--- config.mk ---
export PLATFORM = sky130hd
export DESIGN_NAME = rkir_top
export DESIGN_NICKNAME = d
export VERILOG_FILES = /design/src/shared/rkir_pkg.sv /design/src/hw/rkir_top.sv
export SDC_FILE = /design/constraint.sdc
export NUM_CORES = 1
export LEC_CHECK = 0
export ABC_AREA = 1
export BUFFER_PORTS_ARGS = -buffer_cell sky130_fd_sc_hd__buf_2
export CAP_MARGIN = 40
export CORE_ASPECT_RATIO = 1.25
export CORE_UTILIZATION = 40
export CTS_CLUSTER_DIAMETER = 120
export DETAILED_ROUTE_END_ITERATION = 10
export GPL_TIMING_DRIVEN = 0
export PLACE_DENSITY = 0.61
export SLEW_MARGIN = 10
export SYNTH_ARGS = -nofsm -noshare
export SYNTH_HDL_FRONTEND = slang
export SYNTH_SLANG_ARGS = --single-unit
--- constraint.sdc ---
create_clock -name mclk_i -period 2.5 [get_ports mclk_i]
set_input_delay 0.375 -clock mclk_i [delete_from_list [all_inputs] [get_ports mclk_i]]
set_output_delay 0.375 -clock mclk_i [all_outputs]
set_load 0.005 [all_outputs]
--- src/shared/rkir_pkg.sv ---
// Purpose: Constants and types for the kickstart, interrupt and RAM-clear block
// Assumes: Single clock domain, plain register port, 8-bit data
// Notes: Register offsets are byte indices on the plain port
// Behaviour
// - Without main supply, a kickstart falling edge starts system power-on.
// - With main supply, a kickstart falling edge sets an interrupt flag.
// - Interrupt request pin is active low open drain, only pulled low.
// - Interrupt request stays asserted while any enabled status flag is set.
// - Enabled RAM-clear input low fills all 242 user RAM bytes with ffh.
// - Enabled RAM-clear works with or without main supply.
package rkir_pkg;

  localparam int unsigned RKIR_AW = 4;
  localparam int unsigned RKIR_DW = 8;

  // Register offsets
  localparam logic [3:0] RKIR_OFF_CTRL = 4'h0;
  localparam logic [3:0] RKIR_OFF_STATUS = 4'h1;
  localparam logic [3:0] RKIR_OFF_MASK = 4'h2;
  localparam logic [3:0] RKIR_OFF_STATE = 4'h3;

  // Control fields
  localparam int unsigned RKIR_CTRL_ABE_BIT = 0;
  localparam int unsigned RKIR_CTRL_KSE_BIT = 1;
  localparam int unsigned RKIR_CTRL_RCE_BIT = 2;
  localparam int unsigned RKIR_CTRL_PWR_OFF_BIT = 3;

  // Status and mask fields
  localparam int unsigned RKIR_NUM_EV = 3;
  localparam int unsigned RKIR_EV_KS_INT = 0;
  localparam int unsigned RKIR_EV_KS_WAKE = 1;
  localparam int unsigned RKIR_EV_RC_DONE = 2;

  // State register fields
  localparam int unsigned RKIR_ST_BUSY_BIT = 0;
  localparam int unsigned RKIR_ST_PWR_BIT = 1;
  localparam int unsigned RKIR_ST_SUPPLY_BIT = 2;
  localparam int unsigned RKIR_ST_KS_BIT = 3;

  // Reset values
  localparam logic [2:0] RKIR_CTRL_RST = 3'h0;
  localparam logic [2:0] RKIR_EV_RST = 3'h0;
  localparam logic [7:0] RKIR_BYTE_RST = 8'h00;

  // User RAM fill
  localparam logic [7:0] RKIR_RAM_BYTES = 8'hf2;
  localparam logic [7:0] RKIR_RAM_LAST = 8'hf1;
  localparam logic [7:0] RKIR_RAM_FILL = 8'hff;

  typedef enum logic [0:0] {
    RKIR_IDLE = 1'b0,
    RKIR_FILL = 1'b1
  } rkir_fill_t;

  typedef struct packed {
    logic abe;
    logic kickstart_enable;
    logic rce;
    logic [2:0] status;
    logic [2:0] mask;
    logic ks_prev;
    logic rc_prev;
    logic pwr_on;
    rkir_fill_t fill;
    logic [7:0] addr;
    logic [7:0] rdata;
    logic irq;
  } rkir_state_t;

endpackage

--- src/hw/rkir_top.sv ---
// Purpose: Kickstart power-on, interrupt request and manual RAM-clear control
// Assumes: All inputs synchronous to mclk_i; RAM written through fill port
// Notes: Interrupt pin is modelled as output value plus output enable
//
// Added by the designer: the register addresses and the strobed register port.
`timescale 1ns/10ps
module rkir_top
  import rkir_pkg::*;
(
  // Clock and reset
  input wire logic mclk_i,
  input wire logic rst_n_i,
  // Register port
  input wire logic [3:0] addr_i,
  input wire logic [7:0] wdata_i,
  input wire logic wr_i,
  input wire logic rd_i,
  output logic [7:0] rdata_o,
  // Pins and supply
  input wire logic main_supply_ok_i,
  input wire logic kickstart_in_n_i,
  input wire logic ram_clear_in_n_i,
  output logic irq_n_o,
  output logic irq_oe_o,
  output logic pwr_on_o,
  // User RAM fill port
  output logic ram_we_o,
  output logic [7:0] ram_addr_o,
  output logic [7:0] ram_data_o
);

  rkir_state_t s_q;
  rkir_state_t s_d;

  logic ks_fall;
  logic rc_fall;
  logic [2:0] ev_set;
  logic [2:0] ev_clr;
  logic wr_ctrl;

  always_comb
  begin
    s_d = s_q;
    wr_ctrl = wr_i && (addr_i == RKIR_OFF_CTRL);
    ks_fall = s_q.ks_prev && !kickstart_in_n_i;
    rc_fall = s_q.rc_prev && !ram_clear_in_n_i;
    ev_set = RKIR_EV_RST;
    ev_clr = RKIR_EV_RST;
    s_d.ks_prev = kickstart_in_n_i;
    s_d.rc_prev = ram_clear_in_n_i;

    // Control and mask registers
    if (wr_ctrl)
    begin
      s_d.abe = wdata_i[RKIR_CTRL_ABE_BIT];
      s_d.kickstart_enable = wdata_i[RKIR_CTRL_KSE_BIT];
      s_d.rce = wdata_i[RKIR_CTRL_RCE_BIT];
      if (wdata_i[RKIR_CTRL_PWR_OFF_BIT])
      begin
        s_d.pwr_on = 1'b0;
      end
    end
    if (wr_i && (addr_i == RKIR_OFF_MASK))
    begin
      s_d.mask = wdata_i[2:0];
    end

    // Kickstart handling
    if (ks_fall && !main_supply_ok_i && s_q.abe && s_q.kickstart_enable)
    begin
      s_d.pwr_on = 1'b1;
      ev_set[RKIR_EV_KS_WAKE] = 1'b1;
    end
    if (ks_fall && main_supply_ok_i)
    begin
      ev_set[RKIR_EV_KS_INT] = 1'b1;
    end

    // RAM fill sequencer, independent of main supply
    unique case (s_q.fill)
      RKIR_IDLE:
      begin
        if (rc_fall && s_q.rce)
        begin
          s_d.fill = RKIR_FILL;
          s_d.addr = RKIR_BYTE_RST;
        end
      end
      RKIR_FILL:
      begin
        if (s_q.addr == RKIR_RAM_LAST)
        begin
          s_d.fill = RKIR_IDLE;
          ev_set[RKIR_EV_RC_DONE] = 1'b1;
        end
        else
        begin
          s_d.addr = s_q.addr + 8'h01;
        end
      end
    endcase

    // Sticky status, write one to clear, set wins
    if (wr_i && (addr_i == RKIR_OFF_STATUS))
    begin
      ev_clr = wdata_i[2:0];
    end
    s_d.status = (s_q.status & ~ev_clr) | ev_set;

    // Line held while any enabled flag stays set
    s_d.irq = |(s_d.status & s_d.mask);

    // Read data, one cycle after the strobe
    s_d.rdata = RKIR_BYTE_RST;
    if (rd_i)
    begin
      unique case (addr_i)
        RKIR_OFF_CTRL:
        begin
          s_d.rdata = {5'h00, s_q.rce, s_q.kickstart_enable, s_q.abe};
        end
        RKIR_OFF_STATUS:
        begin
          s_d.rdata = {5'h00, s_q.status};
        end
        RKIR_OFF_MASK:
        begin
          s_d.rdata = {5'h00, s_q.mask};
        end
        RKIR_OFF_STATE:
        begin
          s_d.rdata = {4'h0, kickstart_in_n_i, main_supply_ok_i, s_q.pwr_on,
                       (s_q.fill == RKIR_FILL)};
        end
        default:
        begin
          s_d.rdata = RKIR_BYTE_RST;
        end
      endcase
    end
  end

  always_ff @(posedge mclk_i)
  begin
    if (!rst_n_i)
    begin
      s_q.abe <= 1'b0;
      s_q.kickstart_enable <= 1'b0;
      s_q.rce <= 1'b0;
      s_q.status <= RKIR_EV_RST;
      s_q.mask <= RKIR_EV_RST;
      s_q.ks_prev <= 1'b1;
      s_q.rc_prev <= 1'b1;
      s_q.pwr_on <= 1'b0;
      s_q.fill <= RKIR_IDLE;
      s_q.addr <= RKIR_BYTE_RST;
      s_q.rdata <= RKIR_BYTE_RST;
      s_q.irq <= 1'b0;
    end
    else
    begin
      s_q <= s_d;
    end
  end

  // Open drain: value always low, enable when asserted
  assign irq_n_o = 1'b0;
  assign irq_oe_o = s_q.irq;
  assign pwr_on_o = s_q.pwr_on;
  assign rdata_o = s_q.rdata;
  assign ram_we_o = (s_q.fill == RKIR_FILL);
  assign ram_addr_o = s_q.addr;
  assign ram_data_o = RKIR_RAM_FILL;

endmodule // rkir_top

==> results.md, run 1 <==
- Outcome: finished with violations
- Failing checks: DRC
- CP required: 2.65 ns
- DR vias: 1381
- Die W: 57.0 um
- Crit-path max cell delay: 0.44 ns
- Fin crit share: 0.565
- Layout cells sized above 1: 0.279
- Final Skew: 0.00148 ns
- Final min period: 1.41 ns
- Clock share of power: 0.357
- ANT nets after route: 0
- Setup Viol. Count Final: 0
- Post-CTS sizing: 0
- Critical path's top delay family: simple AND/OR/NAND/NOR gates
- Initial antenna violation count: 0
- Leakage: 0.866 nW
- Unrepaired setup endpoints after global routing: false
- VDD IR max: 0.224 mV
- Synth Area in XOR/XNOR: 0.00579
- Mapped cell area: 1510 um2
- Post-route DRC: 8
- Yosys warns: 0
- CTS tree: done
- Mean area per synthesized cell: 7.03 um2
- Hold path start: ram_clear_in_n_i
- Net Sw Frac: 0.235
- CTS max path bufs: 2
- Flop2flop setup slack: 1.09 ns
- Cells after Synth: 215
- Final net count: 280
- Setup TNS: 0 ns
- Worst-Skew Late Latency: 0.27 ns
- CP max FO: 10
- Initial Util: 0.427
- Combinational share of power: 0.099
- # IOs: 47
- CP cell instances: ha_1 -> nand2_2 -> nor3_4 -> nand2_4 -> nand2_8 -> nor2_1 -> nor2_1 -> nor2_1
- Startpoint types: flop
- Asr flop ratio synth: 0
- CP Capture Type: flop
- Seq/Total Area, Yosys: 0.344
- GR Overflow Total: 0
- Final HPWL DP: 2400 um
- R2r startpoint: ram_addr_o[0]$_SDFFE_PN0P_
- Final Max Slew Viols: 0
- Register-to-Register Path Depth: 8
- Compound-cell area share of the yosys netlist: 0.0911
- Worst Hold Path EP: s_q[19]$_SDFF_PN1_
- Arr. time, crit path: 1.57 ns
- Pwr dens: 431 nW/um2
- Reg-to-reg endpoint: ram_addr_o[7]$_SDFFE_PN0P_
- Synth-to-Final Area Change: 18.9%
- Final hold viol count: 0
- Slowest cell on the critical path: dfxtp_1
- Hold Buf Count CTS: 0
- First-pass GRT wire length: 5160 um
- Min Hold Slack: 0.289 ns
- Clock-pin slew of the registers on the worst-case setup and hold paths: 0.09 ns
- Diodes inserted: 0
- TritonCTS Buffers: 3
- Post-Synth Simple-Gate Area: 0.324
- Area of the core: 3540 um2
- Routed vias/inst: 4.65
- Final core occ: 0.507
- Largest net degree at the start of global routing: 15
- Vias in the first global route: 1228
- Mux share of post-synthesis cell area: 0
- Post-synthesis register bit count: 26
- RePlAce Congestion: 0.846
- Net switching power figure: 182 uW
- Max cap viols: 0
- CTS sink cnt: 26
- Pint: 593 uW
- Worst min path class: in -> reg
- Main synth FF type: dfxtp_1
- Dominant combinational cell family by area after synthesis: simple AND/OR/NAND/NOR gates
- Synth cell types: 26
- Die area: 4030 um2
- Port Buf Inserts: 28
- Chip height: 70.7 um
- Drt pass-1 iters: 9
- GR Util All Layers: 0.162
- Seq pwr share: 0.544
- Post-synth EDFFs: 0
- Adder-Cell Fraction of Synth Area: 0.0166
- Clk root buf: clkbuf_8
- H-tree depth: 1
- Post-Route WL: 3050 um
- F_max: 708 MHz
- CP Class: reg -> reg
- Number of core rows: 24
- Worst Path Buf+Inv: 0
- Setup Fix Bufs, Post-CTS: 0
- Hold Crit Depth: 3
- Number of DRC markers in iteration 0: 46
- Most common cell type on the critical path: nor2_1
- # fillers: 368
- Routed WL per cell: 10.3 um
registers in the layout (all words and copies together), names as in the netlist:
signal      flops
rdata_o         4
irq_oe_o        1
pwr_on_o        1
ram_addr_o      8
ram_we_o        1
s_q            11
worst max path at each step:
stage,from,to,slack [ns],cells past startpoint
after global placement,addr_i[3],rdata_o[2]$_SDFF_PN0_,1.06,7
after global routing,ram_addr_o[0]$_SDFFE_PN0P_,ram_addr_o[7]$_SDFFE_PN0P_,0.95,8
after detailed placement,ram_addr_o[0]$_SDFFE_PN0P_,ram_addr_o[7]$_SDFFE_PN0P_,1.08,8
after floorplan,ram_addr_o[0]$_SDFFE_PN0P_,ram_addr_o[6]$_SDFFE_PN0P_,1.24,8
final,ram_addr_o[0]$_SDFFE_PN0P_,ram_addr_o[7]$_SDFFE_PN0P_,1.09,8
after CTS,ram_addr_o[0]$_SDFFE_PN0P_,ram_addr_o[7]$_SDFFE_PN0P_,1.07,8
power groups by stage:
stage / registers [mW] / logic [mW] / clock network (mW)
floorplan: 0.431 / 0.0523 / 0
global placement: 0.431 / 0.0762 / 0
detailed placement: 0.432 / 0.0762 / 0
CTS: 0.422 / 0.0765 / 0.281
global route: 0.423 / 0.0864 / 0.298
finish: 0.422 / 0.0766 / 0.276
cell usage after synthesis, types with 2 or more instances:
cell type | instances | share of area
o21ai_0 | 12 | 0.040
nand2_1 | 33 | 0.082
nand2_4 | 2 | 0.015
nand4_1 | 8 | 0.033
nand2_2 | 2 | 0.0083
conb_1 | 2 | 0.0050
nand3_1 | 17 | 0.056
o22ai_1 | 2 | 0.0083
nor2_1 | 28 | 0.070
ha_1 | 2 | 0.017
nor2_4 | 2 | 0.015
dfxtp_1 | 26 | 0.34
a21oi_1 | 13 | 0.043
buf_4 | 26 | 0.13
inv_1 | 29 | 0.072
stage by stage:
step / setup WS, ns / instance area, um2 / cells / total power [mW]
after CTS: 1.07 / 1800 / 297 / 0.780
after detailed placement: 1.08 / 1740 / 293 / 0.508
after global placement: 1.06 / 1740 / 293 / 0.508
after floorplan: 1.24 / 1550 / 226 / 0.483
final: 1.09 / 1800 / 297 / 0.775
after global routing: 0.952 / 1800 / 297 / 0.807
metal layers:
layer | wire length, um | GRT usage
met2 | 1610 | 0.306
met1 | 1270 | 0.180
met4 | 61 | 0.0623
met5 | 0 | 0
met3 | 113 | 0.0238
layout make-up:
cell class              count  area [um2]  share of cell area
plain buffers              28         204               0.114
inverters                  31         119              0.0662
flip-flops and latches     26         520               0.290
well taps                  39        48.8              0.0272
clock buffers               4        55.1              0.0306
repair buffers             28         140              0.0780
multi-input cells         141         709               0.395
worst register-to-register path: stages (launching register included):
cell	delay [ns]
dfxtp_1	0.44
ha_1	0.20
nand2_2	0.07
nor3_4	0.16
nand2_4	0.14
nand2_8	0.12
nor2_1	0.05
nor2_1	0.08
nor2_1	0.04
cell usage in the layout (no fill, tap or decap), types with 2 or more instances in the layout:
cell	count
nand2_1	33
inv_1	29
buf_2	29
nor2_1	28
buf_4	26
dfxtp_1	26
nand3_1	17
a21oi_1	13
conb_1	13
o21ai_0	12
nand4_1	8
clkbuf_8	4
nor2_4	2
o22ai_1	2
nand2_2	2
nand2_4	2
ha_1	2
kinds of logic after synthesis:
group	after synthesis
AND/OR/NAND/NOR	98
buffers and inverters	59
AO/OA/AOI/OAI	27
flip-flops	26
adder cells (fa/ha/maj)	2
other	2
XOR/XNOR	1
Note: power is estimated with default switching activity, not from simulation.
==> inputs of run 2 (changes only) <==
--- a/config.mk
+++ b/config.mk
@@ -13,7 +13,7 @@
 export CTS_CLUSTER_DIAMETER = 120
 export DETAILED_ROUTE_END_ITERATION = 10
 export GPL_TIMING_DRIVEN = 0
-export PLACE_DENSITY = 0.61
+export PLACE_DENSITY = 0.63
 export SLEW_MARGIN = 10
 export SYNTH_ARGS = -nofsm -noshare
 export SYNTH_HDL_FRONTEND = slang
==> constraint.sdc (replaced) <==
create_clock -name mclk_i -period 1.14 [get_ports mclk_i]
set_input_delay 0.171 -clock mclk_i [delete_from_list [all_inputs] [get_ports mclk_i]]
set_output_delay 0.171 -clock mclk_i [all_outputs]
set_load 0.005 [all_outputs]
==> results.md, run 2 (synthesis gave the netlist of run 1 again) <==
- Outcome: finished with violations
- Failing checks: DRC, setup timing
- Diodes inserted: 0 (unchanged)
- Final HPWL DP: 2290 um (-4.3%)
- Final setup margin: -0.136 ns (-1.22 ns)
- Worst-Skew Late Latency: 0.26 ns (about the same)
- Clock-pin slew of the registers on the worst-case setup and hold paths: 0.09 ns (about the same)
- Final net count: 286 (+2.1%)
- Initial antenna violation count: 0 (unchanged)
- Final Max Slew Viols: 0 (unchanged)
- First-pass GRT wire length: 4840 um (-6.3%)
- Routed vias/inst: 4.57 (-1.6%)
- Vias in the first global route: 1140 (-7.2%)
- Startpoint types: flop
- Layout cells sized above 1: 0.337 (+0.0581)
- TritonCTS Buffers: 3 (unchanged)
- Pwr dens: 847 nW/um2 (+96%)
- Unrepaired setup endpoints after global routing: true
- CTS max path bufs: 2 (unchanged)
- # IOs: 47 (unchanged)
- Clk root buf: clkbuf_8
- CTS sink cnt: 26 (unchanged)
- Arr. time, crit path: 1.42 ns (-0.15 ns)
- Post-route DRC: 4 (-4)
- Hold path start: ram_clear_in_n_i
- Reg-to-reg endpoint: ram_addr_o[7]$_SDFFE_PN0P_
- GR Overflow Total: 0 (unchanged)
- GR Util All Layers: 0.153 (-0.00937)
- Largest Register: s_q
- Largest net degree at the start of global routing: 15 (unchanged)
- Drt pass-1 iters: 7 (-2)
- Initial Util: 0.427 (unchanged)
- Flop2flop setup slack: -0.14 ns (-1.22 ns)
- R2r startpoint: ram_addr_o[1]$_SDFFE_PN0P_
- Die area: 4030 um2 (unchanged)
- Highest-count cells in the layout ignoring fill and taps: 31 x nand2_1, 31 x buf_4, 29 x buf_2
- Non-filler cells, final: 303 (+2.0%)
- DR vias: 1386 (+0.36%)
- CP required: 1.29 ns (-1.36 ns)
- Worst Hold Path EP: s_q[19]$_SDFF_PN1_
- Routed WL per cell: 9.91 um (-3.5%)
- Number of DRC markers in iteration 0: 63 (+37%)
- Final min period: 1.28 ns (-0.136 ns)
- CP Class: reg -> reg
- Final Skew: 0.00510 ns (+0.00361 ns)
- Total design power: 1.61 mW (+110%)
- RePlAce Congestion: 0.870 (+2.8%)
- Die W: 57.0 um (unchanged)
- Placed instance count: 293 (unchanged)
- Post-Route WL: 3000 um (-1.5%)
- H-tree depth: 1 (unchanged)
- Synth-to-Final Area Change: 25.5%
- Setup Viol. Count Final: 12 (+12)
- Chip height: 70.7 um (unchanged)
- Number of core rows: 24 (unchanged)
- Worst min path class: in -> reg
- Fin crit share: 1.12 (+0.554)
- VDD IR max: 0.662 mV (+200%)
- Pre-CTS setup slack: -0.176 ns (-1.26 ns)
- Hold Buf Count CTS: 0 (unchanged)
- Setup TNS: -1.02 ns (-1.02 ns)
- ANT nets after route: 0 (unchanged)
- Area of the core: 3540 um2 (unchanged)
- CTS tree: done
- # fillers: 375 (+1.9%)
- CP max FO: 8 (-2)
- Number of flip-flops in the largest register: 11 (unchanged)
- Hold Crit Depth: 3 (unchanged)
- Port Buf Inserts: 28 (unchanged)
- Max cap viols: 0 (unchanged)
- Leakage: 0.922 nW (+6.5%)
- Final hold viol count: 0 (unchanged)
- CP Capture Type: flop
- F_max: 784 MHz (+11%)
- Register-to-Register Path Depth: 9 (+1)
run 2: cell count changes in the layout (fill, tap and decap cells not counted), sizes merged:
cell   previous run  this run
nand2            38        39
buf              55        60
run 2: layer usage:
layer	routed length, um	GRT usage
met3	94	0.0165
met4	36	0.0569
met2	1550	0.275
met5	0	0
met1	1320	0.186
run 2: critical path, stage by stage, from the launching register on:
cell and delay [ns]:
dfxtp_4 0.35, inv_2 0.06, ha_4 0.13, nand2_4 0.05, nor3_4 0.16, nand2_4 0.12, nand2_8 0.11, nor2_1 0.05
nor2_1 0.09, nor2_1 0.04
run 2: how the worst max path moves through the flow:
| stage | end | startpoint | slack, ns | depth (start not counted) |
|---|---|---|---|---|
| after floorplan | ram_addr_o[7]$_SDFFE_PN0P_ | ram_addr_o[1]$_SDFFE_PN0P_ | -0.06 | 9 |
| after global placement | ram_addr_o[7]$_SDFFE_PN0P_ | ram_we_o$_SDFF_PN0_ | -0.18 | 7 |
| after detailed placement | ram_addr_o[7]$_SDFFE_PN0P_ | ram_we_o$_SDFF_PN0_ | -0.18 | 7 |
| after CTS | ram_addr_o[7]$_SDFFE_PN0P_ | ram_addr_o[1]$_SDFFE_PN0P_ | -0.18 | 9 |
| after global routing | ram_addr_o[7]$_SDFFE_PN0P_ | ram_addr_o[1]$_SDFFE_PN0P_ | -0.24 | 9 |
| final | ram_addr_o[7]$_SDFFE_PN0P_ | ram_addr_o[1]$_SDFFE_PN0P_ | -0.14 | 9 |
run 2: layout make-up:
type | instances | area [um2] | area share
Tap cell | 39 | 48.8 | 0.0257
Multi-Input combinational cell | 142 | 769 | 0.406
Timing Repair Buffer | 33 | 178 | 0.0937
Buffer | 28 | 204 | 0.108
Clock buffer | 4 | 45.0 | 0.0237
Inverter | 31 | 119 | 0.0627
Sequential cell | 26 | 533 | 0.281
run 2: through the flow:
step / hold WS [ns] / cell area [um2] / utilization
finish: 0.0956 / 1900 / 0.535
global route: 0.0994 / 1900 / 0.535
CTS: 0.0928 / 1850 / 0.522
detailed placement: 0.369 / 1760 / 0.496
global placement: 0.361 / 1760 / 0.496
floorplan: 0.268 / 1570 / -
run 2: report_power, final:
part           leakage, nW  internal (mW)  switching (mW)
registers            0.214          0.915         0.00589
logic                0.686         0.0750          0.0962
clock network       0.0228          0.249           0.266
run 2: repair_timing:
action                     4_1_cts  5_1_grt
gates resized for setup          6        8
gates cloned                     1        0
setup endpoints to repair       12       13
hold endpoints to repair         0        0
pin swaps                        2        2
setup buffers                    3        2
